$ cat config.mk
export PLATFORM = sky130hd
export DESIGN_NAME = afs_axis_fault_supervisor
export DESIGN_NICKNAME = d
export VERILOG_FILES = /design/src/afs_axis_fault_supervisor.v
export VERILOG_INCLUDE_DIRS = /design/src
export SDC_FILE = /design/constraint.sdc
export NUM_CORES = 1
export LEC_CHECK = 0
export ABC_AREA = 1
export BUFFER_PORTS_ARGS = -buffer_cell sky130_fd_sc_hd__clkbuf_2
export CAP_MARGIN = 5
export CORE_MARGIN = 1
export CORE_UTILIZATION = 45
export CTS_CLUSTER_SIZE = 8
export DETAILED_ROUTE_END_ITERATION = 8
export MAX_ROUTING_LAYER = met4
export PLACE_DENSITY = 0.7
export SETUP_SLACK_MARGIN = 0.05
export SLEW_MARGIN = 20
export SYNTH_ARGS = -nofsm -noshare
export SYNTH_HDL_FRONTEND = slang
export SYNTH_SLANG_ARGS = --single-unit
$ cat constraint.sdc
create_clock -name ref_clk -period 1.95 [get_ports ref_clk]
set_input_delay 0.585 -clock ref_clk [delete_from_list [all_inputs] [get_ports ref_clk]]
set_output_delay 0.585 -clock ref_clk [all_outputs]
set_load 0.05 [all_outputs]
$ cat src/afs_regs.vh
// Purpose: constants for the axis fault supervisor
// Assumes: APB, 32-bit words, byte addresses
// Notes:   offsets, field positions, reset values and codes
`ifndef AFS_REGS_VH
`define AFS_REGS_VH

// ----------------------------------------------------------------
// register offsets
// ----------------------------------------------------------------
`define AFS_OFF_CTRL      12'h000
`define AFS_OFF_STATUS    12'h004
`define AFS_OFF_FAULT     12'h008
`define AFS_OFF_IRQ_STAT  12'h00C
`define AFS_OFF_IRQ_CLR   12'h010
`define AFS_OFF_IRQ_EN    12'h014
`define AFS_OFF_DIST      12'h018
`define AFS_OFF_BRAKE     12'h01C
`define AFS_OFF_CLEAR     12'h020

// ----------------------------------------------------------------
// control register fields
// ----------------------------------------------------------------
`define AFS_CTRL_HOST_RDY 0
`define AFS_CTRL_RETRY_EN 1
`define AFS_CTRL_SG1_DEC  2
`define AFS_CTRL_SG3_DEC  3
`define AFS_CTRL_MPG_MODE 4
`define AFS_CTRL_POL_LSB  8
`define AFS_CTRL_RESET    32'h0000_0000

// ----------------------------------------------------------------
// status register fields
// ----------------------------------------------------------------
`define AFS_ST_MOD_RDY    0
`define AFS_ST_BUSY       1
`define AFS_ST_ERR        2
`define AFS_ST_WARN       3
`define AFS_ST_OPR_DONE   4
`define AFS_ST_OP_LSB     8

// ----------------------------------------------------------------
// interrupt bits (status, clear and enable share this layout)
// ----------------------------------------------------------------
`define AFS_IRQ_FAULT     0
`define AFS_IRQ_REFUSE    1
`define AFS_IRQ_STOP      2

// ----------------------------------------------------------------
// fault codes
// ----------------------------------------------------------------
`define AFS_E_NONE        16'h0000
`define AFS_E_LOWER_LIM   16'd105
`define AFS_E_STOP_AT_GO  16'd106
`define AFS_E_RDY_BUSY    16'd107
`define AFS_E_AT_ORIGIN   16'd201
`define AFS_E_DOG_TIMING  16'd203
`define AFS_E_ZERO_TIMING 16'd204
`define AFS_E_DWELL       16'd205
`define AFS_E_COUNT_DIST  16'd206

// ----------------------------------------------------------------
// origin-return kinds on start_kind
// ----------------------------------------------------------------
`define AFS_K_NORMAL      3'h0
`define AFS_K_DOG         3'h1
`define AFS_K_STOPPER1    3'h2
`define AFS_K_STOPPER2    3'h3
`define AFS_K_COUNT1      3'h4
`define AFS_K_COUNT2      3'h5

// ----------------------------------------------------------------
// operation states shown in status
// ----------------------------------------------------------------
`define AFS_OP_STANDBY    2'h0
`define AFS_OP_RUN        2'h1
`define AFS_OP_STOPPING   2'h2
`define AFS_OP_ERROR      2'h3

`endif

$ cat src/afs_axis_fault_supervisor.v
// Purpose: fault supervision of one positioning axis
// Assumes: motion engine reports phase and stop completion
// Notes:   registers over APB, zero wait states
`timescale 1ns/100ps
`include "afs_regs.vh"

module afs_axis_fault_supervisor #(
  parameter DIST_W = 32
) (
  input  wire              ref_clk,
  input  wire              reset,
  input  wire              psel,
  input  wire              penable,
  input  wire              pwrite,
  input  wire [11:0]       paddr,
  input  wire [31:0]       pwdata,
  output reg  [31:0]       prdata,
  output reg               pready,
  output reg               pslverr,
  input  wire              lower_travel_limit_in,
  input  wire              upper_travel_limit_in,
  input  wire              stop_in,
  input  wire              dog_in,
  input  wire              zero_in,
  input  wire              start_req,
  input  wire [2:0]        start_kind,
  input  wire              creep_slowing,
  input  wire              dwell_expired,
  input  wire              stop_done,
  input  wire              opr_done_set,
  input  wire              warn_set,
  output reg               run_ff,
  output reg               halt_ff,
  output reg               halt_decel_ff,
  output reg               module_ready_flag_ff,
  output reg               irq_ff
);

  // ----------------------------------------------------------------
  // pin synchronisers: three stages, change accepted when 2 and 3 agree
  // ----------------------------------------------------------------
  reg [4:0] s1_ff, s2_ff, s3_ff, pin_ff;
  wire [4:0] pins_raw = {zero_in, dog_in, stop_in,
                         upper_travel_limit_in, lower_travel_limit_in};
  always @(posedge ref_clk) begin
    if (reset) begin
      s1_ff  <= 5'h00;
      s2_ff  <= 5'h00;
      s3_ff  <= 5'h00;
      pin_ff <= 5'h00;
    end else begin
      s1_ff <= pins_raw;
      s2_ff <= s1_ff;
      s3_ff <= s2_ff;
      pin_ff <= (s2_ff & s3_ff) | (pin_ff & (s2_ff | s3_ff));
    end
  end

  // ----------------------------------------------------------------
  // registers
  // ----------------------------------------------------------------
  reg [31:0]       ctrl_ff;
  reg [15:0]       fault_code_ff;
  reg [15:0]       warn_code_ff;
  reg              err_ff;
  reg              warn_ff;
  reg              opr_done_ff;
  reg              host_rdy_d_ff;
  reg [2:0]        kind_ff;
  reg [2:0]        irq_stat_ff;
  reg [2:0]        irq_en_ff;
  reg [DIST_W-1:0] dist_ff;
  reg [DIST_W-1:0] brake_ff;

  // polarity select inverts pins so 1 means active
  wire [4:0] act = pin_ff ^ ctrl_ff[`AFS_CTRL_POL_LSB+4:`AFS_CTRL_POL_LSB];
  wire lower_ok = act[0];
  wire stop_on  = act[2];
  wire dog_on   = act[3];
  wire zero_on  = act[4];
  reg  dog_d_ff, zero_d_ff, lower_d_ff;

  wire host_rdy = ctrl_ff[`AFS_CTRL_HOST_RDY];
  wire retry_en = ctrl_ff[`AFS_CTRL_RETRY_EN];
  wire mpg_mode = ctrl_ff[`AFS_CTRL_MPG_MODE];

  wire wr_acc = psel & penable & pwrite;
  wire rd_acc = psel & penable & ~pwrite;

  function addr_ok;
    input [11:0] a;
    begin
      addr_ok = (a <= `AFS_OFF_CLEAR) && (a[1:0] == 2'b00);
    end
  endfunction

  wire wr_clear = wr_acc && (paddr == `AFS_OFF_CLEAR) && pwdata[0];
  wire wr_iclr  = wr_acc && (paddr == `AFS_OFF_IRQ_CLR);

  // ----------------------------------------------------------------
  // fault detection
  // ----------------------------------------------------------------
  reg        refuse;
  reg        stop_g1;
  reg        stop_g3;
  reg        rdy_fault;
  reg [15:0] nxt_code;
  wire is_count = (start_kind == `AFS_K_COUNT1) ||
                  (start_kind == `AFS_K_COUNT2);
  always @* begin
    refuse    = 1'b0;
    stop_g1   = 1'b0;
    stop_g3   = 1'b0;
    rdy_fault = 1'b0;
    nxt_code  = `AFS_E_NONE;
    if (start_req && !run_ff && !halt_ff) begin
      if (!lower_ok) begin
        refuse = 1'b1;
        nxt_code = `AFS_E_LOWER_LIM;
      end else if (stop_on) begin
        refuse = 1'b1;
        nxt_code = `AFS_E_STOP_AT_GO;
      end else if (start_kind == `AFS_K_DOG && !retry_en && opr_done_ff) begin
        refuse = 1'b1;
        nxt_code = `AFS_E_AT_ORIGIN;
      end else if (is_count && (dist_ff < brake_ff)) begin
        refuse = 1'b1;
        nxt_code = `AFS_E_COUNT_DIST;
      end
    end else if (run_ff && !halt_ff) begin
      if (lower_d_ff && !lower_ok) begin
        stop_g1 = 1'b1;
        nxt_code = `AFS_E_LOWER_LIM;
      end else if (kind_ff == `AFS_K_DOG && creep_slowing &&
                   dog_d_ff && !dog_on) begin
        stop_g3 = 1'b1;
        nxt_code = `AFS_E_DOG_TIMING;
      end else if (kind_ff == `AFS_K_STOPPER2 && creep_slowing &&
                   zero_d_ff && !zero_on) begin
        stop_g3 = 1'b1;
        nxt_code = `AFS_E_ZERO_TIMING;
      end else if (kind_ff == `AFS_K_STOPPER1 && creep_slowing &&
                   dwell_expired) begin
        stop_g3 = 1'b1;
        nxt_code = `AFS_E_DWELL;
      end
    end
    if (host_rdy && !host_rdy_d_ff && (run_ff || halt_ff)) begin
      rdy_fault = 1'b1;
      if (nxt_code == `AFS_E_NONE)
        nxt_code = `AFS_E_RDY_BUSY;
    end
  end

  wire new_fault = refuse | stop_g1 | stop_g3 | rdy_fault;
  wire go = start_req && !run_ff && !halt_ff && !refuse && !err_ff;

  // ----------------------------------------------------------------
  // motion control, fault and status state
  // ----------------------------------------------------------------
  always @(posedge ref_clk) begin
    if (reset) begin
      run_ff        <= 1'b0;
      halt_ff       <= 1'b0;
      halt_decel_ff <= 1'b0;
      kind_ff       <= `AFS_K_NORMAL;
      err_ff        <= 1'b0;
      warn_ff       <= 1'b0;
      fault_code_ff <= `AFS_E_NONE;
      warn_code_ff  <= `AFS_E_NONE;
      opr_done_ff   <= 1'b0;
      host_rdy_d_ff <= 1'b0;
      dog_d_ff      <= 1'b0;
      zero_d_ff     <= 1'b0;
      lower_d_ff    <= 1'b0;
      module_ready_flag_ff <= 1'b0;
    end else begin
      host_rdy_d_ff <= host_rdy;
      dog_d_ff      <= dog_on;
      zero_d_ff     <= zero_on;
      lower_d_ff    <= lower_ok;
      if (go) begin
        run_ff  <= 1'b1;
        kind_ff <= start_kind;
      end
      if (stop_g1 || stop_g3) begin
        run_ff  <= 1'b0;
        halt_ff <= 1'b1;
        // decel only in manual pulse mode
        halt_decel_ff <= mpg_mode &&
          (stop_g1 ? ctrl_ff[`AFS_CTRL_SG1_DEC] : ctrl_ff[`AFS_CTRL_SG3_DEC]);
      end else if (halt_ff && stop_done) begin
        halt_ff       <= 1'b0;
        halt_decel_ff <= 1'b0;
      end else if (run_ff && stop_done) begin
        run_ff <= 1'b0;
      end
      // ready follows host unless a busy fault holds it low
      if (!host_rdy)
        module_ready_flag_ff <= 1'b0;
      else if (rdy_fault)
        module_ready_flag_ff <= 1'b0;
      else if (!host_rdy_d_ff)
        module_ready_flag_ff <= 1'b1;
      if (opr_done_set)
        opr_done_ff <= 1'b1;
      else if (go && start_kind != `AFS_K_NORMAL)
        opr_done_ff <= 1'b0;
      // clear error state; new fault wins
      if (wr_clear) begin
        err_ff        <= 1'b0;
        warn_ff       <= 1'b0;
        fault_code_ff <= `AFS_E_NONE;
        warn_code_ff  <= `AFS_E_NONE;
      end
      if (warn_set)
        warn_ff <= 1'b1;
      if (new_fault) begin
        err_ff        <= 1'b1;
        fault_code_ff <= nxt_code;
      end
    end
  end

  // ----------------------------------------------------------------
  // interrupt: sticky status, write-one clear, enable mask
  // ----------------------------------------------------------------
  wire [2:0] ev = {stop_g1 | stop_g3, refuse, new_fault};
  always @(posedge ref_clk) begin
    if (reset) begin
      irq_stat_ff <= 3'h0;
      irq_ff      <= 1'b0;
    end else begin
      // set wins over a clear in the same cycle
      irq_stat_ff <= (irq_stat_ff & ~(wr_iclr ? pwdata[2:0] : 3'h0)) | ev;
      irq_ff      <= |(irq_stat_ff & irq_en_ff);
    end
  end

  // ----------------------------------------------------------------
  // apb slave: writes, reads, zero wait, error on unmapped
  // ----------------------------------------------------------------
  wire [1:0] op_state = err_ff  ? `AFS_OP_ERROR :
                        halt_ff ? `AFS_OP_STOPPING :
                        run_ff  ? `AFS_OP_RUN : `AFS_OP_STANDBY;
  always @(posedge ref_clk) begin
    if (reset) begin
      ctrl_ff   <= `AFS_CTRL_RESET;
      irq_en_ff <= 3'h0;
      dist_ff   <= {DIST_W{1'b0}};
      brake_ff  <= {DIST_W{1'b0}};
      prdata    <= 32'h0000_0000;
      pready    <= 1'b0;
      pslverr   <= 1'b0;
    end else begin
      pready  <= psel & ~penable;
      pslverr <= psel & ~penable & ~addr_ok(paddr);
      if (wr_acc) begin
        case (paddr)
          `AFS_OFF_CTRL:   ctrl_ff   <= pwdata;
          `AFS_OFF_IRQ_EN: irq_en_ff <= pwdata[2:0];
          `AFS_OFF_DIST:   dist_ff   <= pwdata[DIST_W-1:0];
          `AFS_OFF_BRAKE:  brake_ff  <= pwdata[DIST_W-1:0];
          default: ;
        endcase
      end
      if (psel & ~penable & ~pwrite) begin
        case (paddr)
          `AFS_OFF_CTRL:     prdata <= ctrl_ff;
          `AFS_OFF_STATUS:   prdata <= {22'h0, op_state, 3'h0, opr_done_ff,
                                        warn_ff, err_ff,
                                        run_ff | halt_ff,
                                        module_ready_flag_ff};
          `AFS_OFF_FAULT:    prdata <= {warn_code_ff, fault_code_ff};
          `AFS_OFF_IRQ_STAT: prdata <= {29'h0, irq_stat_ff};
          `AFS_OFF_IRQ_EN:   prdata <= {29'h0, irq_en_ff};
          `AFS_OFF_DIST:     prdata <= dist_ff;
          `AFS_OFF_BRAKE:    prdata <= brake_ff;
          default:           prdata <= 32'h0000_0000;
        endcase
      end else if (!rd_acc) begin
        prdata <= 32'h0000_0000;
      end
    end
  end

endmodule // afs_axis_fault_supervisor

; Word-level counts from Yosys, hierarchy flattened
; Index checks and enable logic that the tools add are counted.
[totals]
rom_bits = 0
register_bits = 187
latch_bits = 0
inputBits = 63
ram_bits = 0
out_inout_bits = 39
n_memories = 0
[classes]
n_lt_le_gt_ge = 2
bitwise = 24
n_eq_ne = 15
add_sub_neg = 0
n_div = 0
shift = 0
reduce_logical = 54
mul = 0
muxes = 48
[ops]
columns = op, count
row1 = $pmux W32 S7, 1
row2 = $mux W16, 5
row3 = $mux W8, 9
row4 = $mux W32, 2
row5 = $eq A12 B5 Y1 const B, 4
row6 = $lt A32 B32 Y1, 1
row7 = $mux W1, 28
row8 = $logic_and A1 B1 Y1, 27
row9 = $eq A12 B4 Y1 const B, 2
row10 = $logic_not A16 Y1, 1
row11 = $eq A12 B3 Y1 const B, 1
row12 = $eq A12 B6 Y1 const B, 1
row13 = $le A12 B6 Y1 const B, 1
row14 = $logic_not A12 Y1, 1
row15 = $and A5 B5 Y5, 2
row16 = $or A5 B5 Y5, 2
row17 = $logic_not A1 Y1, 9
row18 = $reduce_and A2 Y1, 4
row19 = $reduce_bool A2 Y1, 4
row20 = $and A1 B1 Y1, 6
row21 = $and A3 B3 Y3, 2
row22 = $eq A3 B1 Y1 const B, 2
row23 = $eq A3 B2 Y1 const B, 2
row24 = $eq A3 B3 Y1 const B, 2
row25 = other kinds (13), 24

; Depth between registers and ports, before layout
[depth]
word_depth = 14
ltp_mapped = 19
ltp_nobuf = 19

; Worst setup path before layout
; OpenSTA, ideal clock, no wires.
[synth_timing]
path_kind = input port to flip-flop
from = input paddr[1]
to = register ctrl_ff[0]
path_slack_ps = -56
stages = 12
setup_ps = 127
arrival_time_ps = 1879
t_required_ps = 1823
cell_sequence = nor2_4 inv_2 nor4_4 nand2_2 nor2_4 inv_4 nor2_8 inv_2 buf_6 buf_6 nand2_1 o31ai_2
[synth_between]
elab_chain_cells = 2
[synth_lines]
columns = element, line_no
row1 = from (decl), afs_axis_fault_supervisor.v:15  ; input wire [11:0] paddr,
row2 = $logic_not A12 Y1, afs_axis_fault_supervisor.v:259  ; case (paddr)
row3 = $reduce_and A2 Y1 (no line), -
row4 = to (signal assigned), afs_axis_fault_supervisor.v:248  ; ctrl_ff <= `AFS_CTRL_RESET;
row5 = to (signal assigned), afs_axis_fault_supervisor.v:260  ; `AFS_OFF_CTRL: ctrl_ff <= pwdata;
row6 = to (decl), afs_axis_fault_supervisor.v:62  ; reg [31:0] ctrl_ff;
; No other way between the ends.
; A chain may end at the register's enable or synchronous reset.

; Final worst setup path
[layout_timing]
from = register brake_ff[30]
to = register fault_code_ff[1]
[layout_between]
elab_chain_cells = 11
elab_cells_between_ends = 20
[layout_lines]
columns = element, line_no
row1 = from (decl), afs_axis_fault_supervisor.v:73  ; reg [DIST_W-1:0] brake_ff;
row2 = from (signal assigned), afs_axis_fault_supervisor.v:251  ; brake_ff <= {DIST_W{1'b0}};
row3 = from (signal assigned), afs_axis_fault_supervisor.v:263  ; `AFS_OFF_BRAKE: brake_ff <= pwdata[DIST_W-1:0];
row4 = $lt A32 B32 Y1 (*), afs_axis_fault_supervisor.v:126  ; end else if (is_count && (dist_ff < brake_ff)) begin
row5 = $logic_and A1 B1 Y1 (*), afs_axis_fault_supervisor.v:126
row6 = $mux W8 or $mux W1 (tied branches), afs_axis_fault_supervisor.v:126
row7 = $mux W8 or $mux W1 (tied branches), afs_axis_fault_supervisor.v:123  ; end else if (start_kind == `AFS_K_DOG && !retry_en && opr_done_ff) begin
row8 = $mux W8 or $mux W1 (tied branches), afs_axis_fault_supervisor.v:120  ; end else if (stop_on) begin
row9 = $mux W8 or $mux W1 (tied branches), afs_axis_fault_supervisor.v:117  ; if (!lower_ok) begin
row10 = $mux W16 or $mux W1 (tied branches), afs_axis_fault_supervisor.v:116  ; if (start_req && !run_ff && !halt_ff) begin
row11 = $logic_not A16 Y1 (no line) or $or A1 B1 Y1 (tied branches), -
row12 = $mux W16 or $or A1 B1 Y1 (tied branches), "afs_axis_fault_supervisor.v:150, afs_axis_fault_supervisor.v:155"
row13 = $mux W16 or $or A1 B1 Y1 (tied branches), "afs_axis_fault_supervisor.v:148, afs_axis_fault_supervisor.v:155"
row14 = $mux W16 or $reduce_bool A2 Y1 (tied branches), -
row15 = to (signal assigned), afs_axis_fault_supervisor.v:169  ; fault_code_ff <= `AFS_E_NONE;
row16 = to (signal assigned), afs_axis_fault_supervisor.v:213  ; fault_code_ff <= `AFS_E_NONE;
row17 = to (signal assigned), afs_axis_fault_supervisor.v:220  ; fault_code_ff <= nxt_code;
row18 = to (decl), afs_axis_fault_supervisor.v:63  ; reg [15:0] fault_code_ff;
; Every way passes the cells marked *; elsewhere a longest branch is shown, timed or not.

==> metrics <==
run status=complete, but fails checks; failing checks=setup timing; final setup fails=10; Worst VDD drop=0.643 mV; Worst Skew=8.81 ps; post-synth net total=1125; Crit Path Max Fanout=5; fin cells=1410; via count=7245; vias in the first global route=7027; Final Hold Viols=0; Die Y-Extent=134 µm; clock power share=0.459; htree depth=4; commonest non-fill, non-tap cells in the layout=dfxtp_1 (168), inv_1 (149), a21oi_1 (128), nor2_1 (123), o21ai_0 (117); post-DR wirelength/cell=14.7 µm; CTS Sinks=173; Die W=134 µm; Seq/Total Area, Yosys=0.443; post-synthesis cell area=0.00782 mm²; Slew Viols, Final=0; Cells after Synth=1031; Nets=1270; most common cell after layout, fill and taps aside=dfxtp_1; sequential power share=0.495; crit-path cells=inv_2, ha_4, nand2_4, nor2_4, nand4_1, nor4_2, nand2_2, nand2_4, nand3_2, nand2_2, nand4_1, nor2_1, nor2_1, nor2_1; Critical Path Sink Type=flop; DRT Pass-1 Iters=6; total grt overflow=0; GP Congestion=0.860; # hold bufs at CTS=0; power per cell area=730 mW/mm²; Die ar.=0.0179 mm²; RSZ-0062 raised after global routing=true; initial antenna violation count=1; # fillers=1545; CP max stage delay=320 ps; dpl hpwl=13800 µm; CTS tree=built; critical path required time=2310 ps; final instance area=0.00988 mm²; layout cells sized above 1=0.242; minimum clock period=2070 ps; Iter 0 DRT Violations=482; most frequent CP cell=nor2_1; YS warnings=0; Total GRT Usage=0.246; Net Sw Frac=0.226; drt total wl=20800 µm; antenna violation net count after detailed routing=0; combinational share of power=0.046; mean post-synth cell area=7.58 µm²; latest clock arrival within the worst-skew pair=430 ps; period utilization=1.06; post-placement cell area=0.00911 mm²; Worst-Margin Slew=484 ps; Max Clk Rate=0.484 GHz; flops & latches, synth=173; share of the synthesized area in the top cell type=0.443; reg2reg setup slack=-120 ps; critical path's slowest cell=dfxtp_2; sw power=0.00163 W; startpoint types=flop; global-route wire length before repair=33800 µm; Worst Path Arrival=2430 ps; Ports=102; setup ws final=-115 ps; max cap viols=0; Distinct cells, synth=35; IO Port Bufs=100; Initial Utilization=0.467; Slew HR=0.677; P_int=0.00559 W; via-per-instance ratio=5.14; largest cells by area after synthesis=dfxtp_1 (44%), a21oi_1 (8.3%), o21ai_0 (7.7%); placed cells=1377; worst min path class=input pin to flop; critical path type=flop to flop; largest net degree at the start of global routing=88; area delta synth->final=26.4%; CTS Root Cell=clkbuf_16; Inserted Clock Buffers=17; leading area contributor after synthesis=dfxtp_1; Row Count=47; clk buf depth=2; Leak Pwr=4.00 nW; total setup buffers inserted after CTS=0; Core ar.=0.0168 mm²; DRC viols=0; post-layout util=0.590; CTS clock-pin slew for the worst setup and hold paths=70 ps
[what timing repair did]
| action | in CTS | in global routing |
|---|---|---|
| endpoints found under the setup margin | 14 | 19 |
| resized for setup | 20 | 31 |
| pin swaps | 3 | 13 |
[synthesized netlist by cell type]
master     count
inv_1        158
clkbuf_1      46
buf_2          1
inv_2          2
nor2_1       127
or2_2          2
o22ai_1       37
xnor2_1        2
nand3_1       20
xor2_1         2
o221ai_1       3
nor4_1         1
nor3b_1        1
nor4_4         1
a221oi_1       1
o2111ai_1      3
a21oi_1      130
o21ai_0      120
o211ai_1       2
nand2_1      111
a31oi_1        1
clkinv_1       1
ha_1          31
o31ai_2        1
nand4_1        7
nor2_4         2
buf_6          4
nor2_8         1
nor3_1         9
a211oi_2      25
inv_4          1
o21a_1         1
dfxtp_1      173
nand2_2        1
a211oi_1       3
[registers in the layout (all words and copies together), names as in the netlist, 3 cells and up]
register / flops
brake_ff: 32
ctrl_ff: 32
dist_ff: 32
prdata: 32
fault_code_ff: 6
pin_ff: 4
s1_ff: 4
s2_ff: 4
s3_ff: 4
irq_en_ff: 3
irq_stat_ff: 3
kind_ff: 3
[cell families (layout without fill, tap and decap cells)]
family,count (synthesis),in the layout,share of synthesized area
xor gates and xnor gates,4,4,0.00448
other,0,1,0
and+or+nand+nor,283,283,0.151
adders and majority gates,31,31,0.0496
buffers and inverters,213,371,0.107
DFF,173,173,0.443
AOI/OAI and AO/OA,327,327,0.246
[cell type report]
cell class,instances,area [µm²],area share
sequential,173,3470,0.351
inverter,162,613,0.0620
multi-input combinational,645,3720,0.376
timing repair buffer,177,1240,0.125
clock inverter,11,118,0.0119
antenna,1,2.50,0.000253
clock buffer,21,450,0.0456
tap,220,275,0.0279
[per-stage QoR]
stage	hold WS, ps	power (W)	setup TNS (ps)	worst slack [ps]
5_1_grt	333	0.00749	-2260	-310
2_1_floorplan	388	0.00380	-1430	-56.3
4_1_cts	330	0.00727	-934	-117
6_report	335	0.00722	-584	-115
3_5_place_dp	398	0.00397	-18610	-271
3_3_place_gp	397	0.00397	-16310	-235
[layer usage]
metal	global-route usage	routed length [µm]	vias to the layer above
met2	0.405	9950	195
met5	-	0	-
li1	-	-	3703
met4	0.0732	326	0
met1	0.302	9420	3319
met3	0.0529	1090	28
[worst paths after layout]
path                      from                to  cells after the start
setup / recovery  brake_ff[30]  fault_code_ff[1]                     14
hold / removal         zero_in          s1_ff[4]                      3
hold reg to reg       s1_ff[4]          s2_ff[4]                      2
setup reg to reg  brake_ff[30]  fault_code_ff[1]                     14
[power by group through the flow]
stage          Clock [W]  Combinational (W)  Sequential (W)
6_report         0.00331           0.000333         0.00357
4_1_cts          0.00337           0.000329         0.00357
5_1_grt          0.00355           0.000368         0.00357
2_1_floorplan          0           0.000152         0.00365
3_3_place_gp           0           0.000323         0.00365
3_5_place_dp           0           0.000325         0.00365
[critical path: cells and delay by family, from the launching register on]
family,cells,cell delay (ps)
and+or+nand+nor,12,1350
DFF,1,320
adders and majority gates,1,270
buffers and inverters,1,50
(Power assumes the default switching activity.)
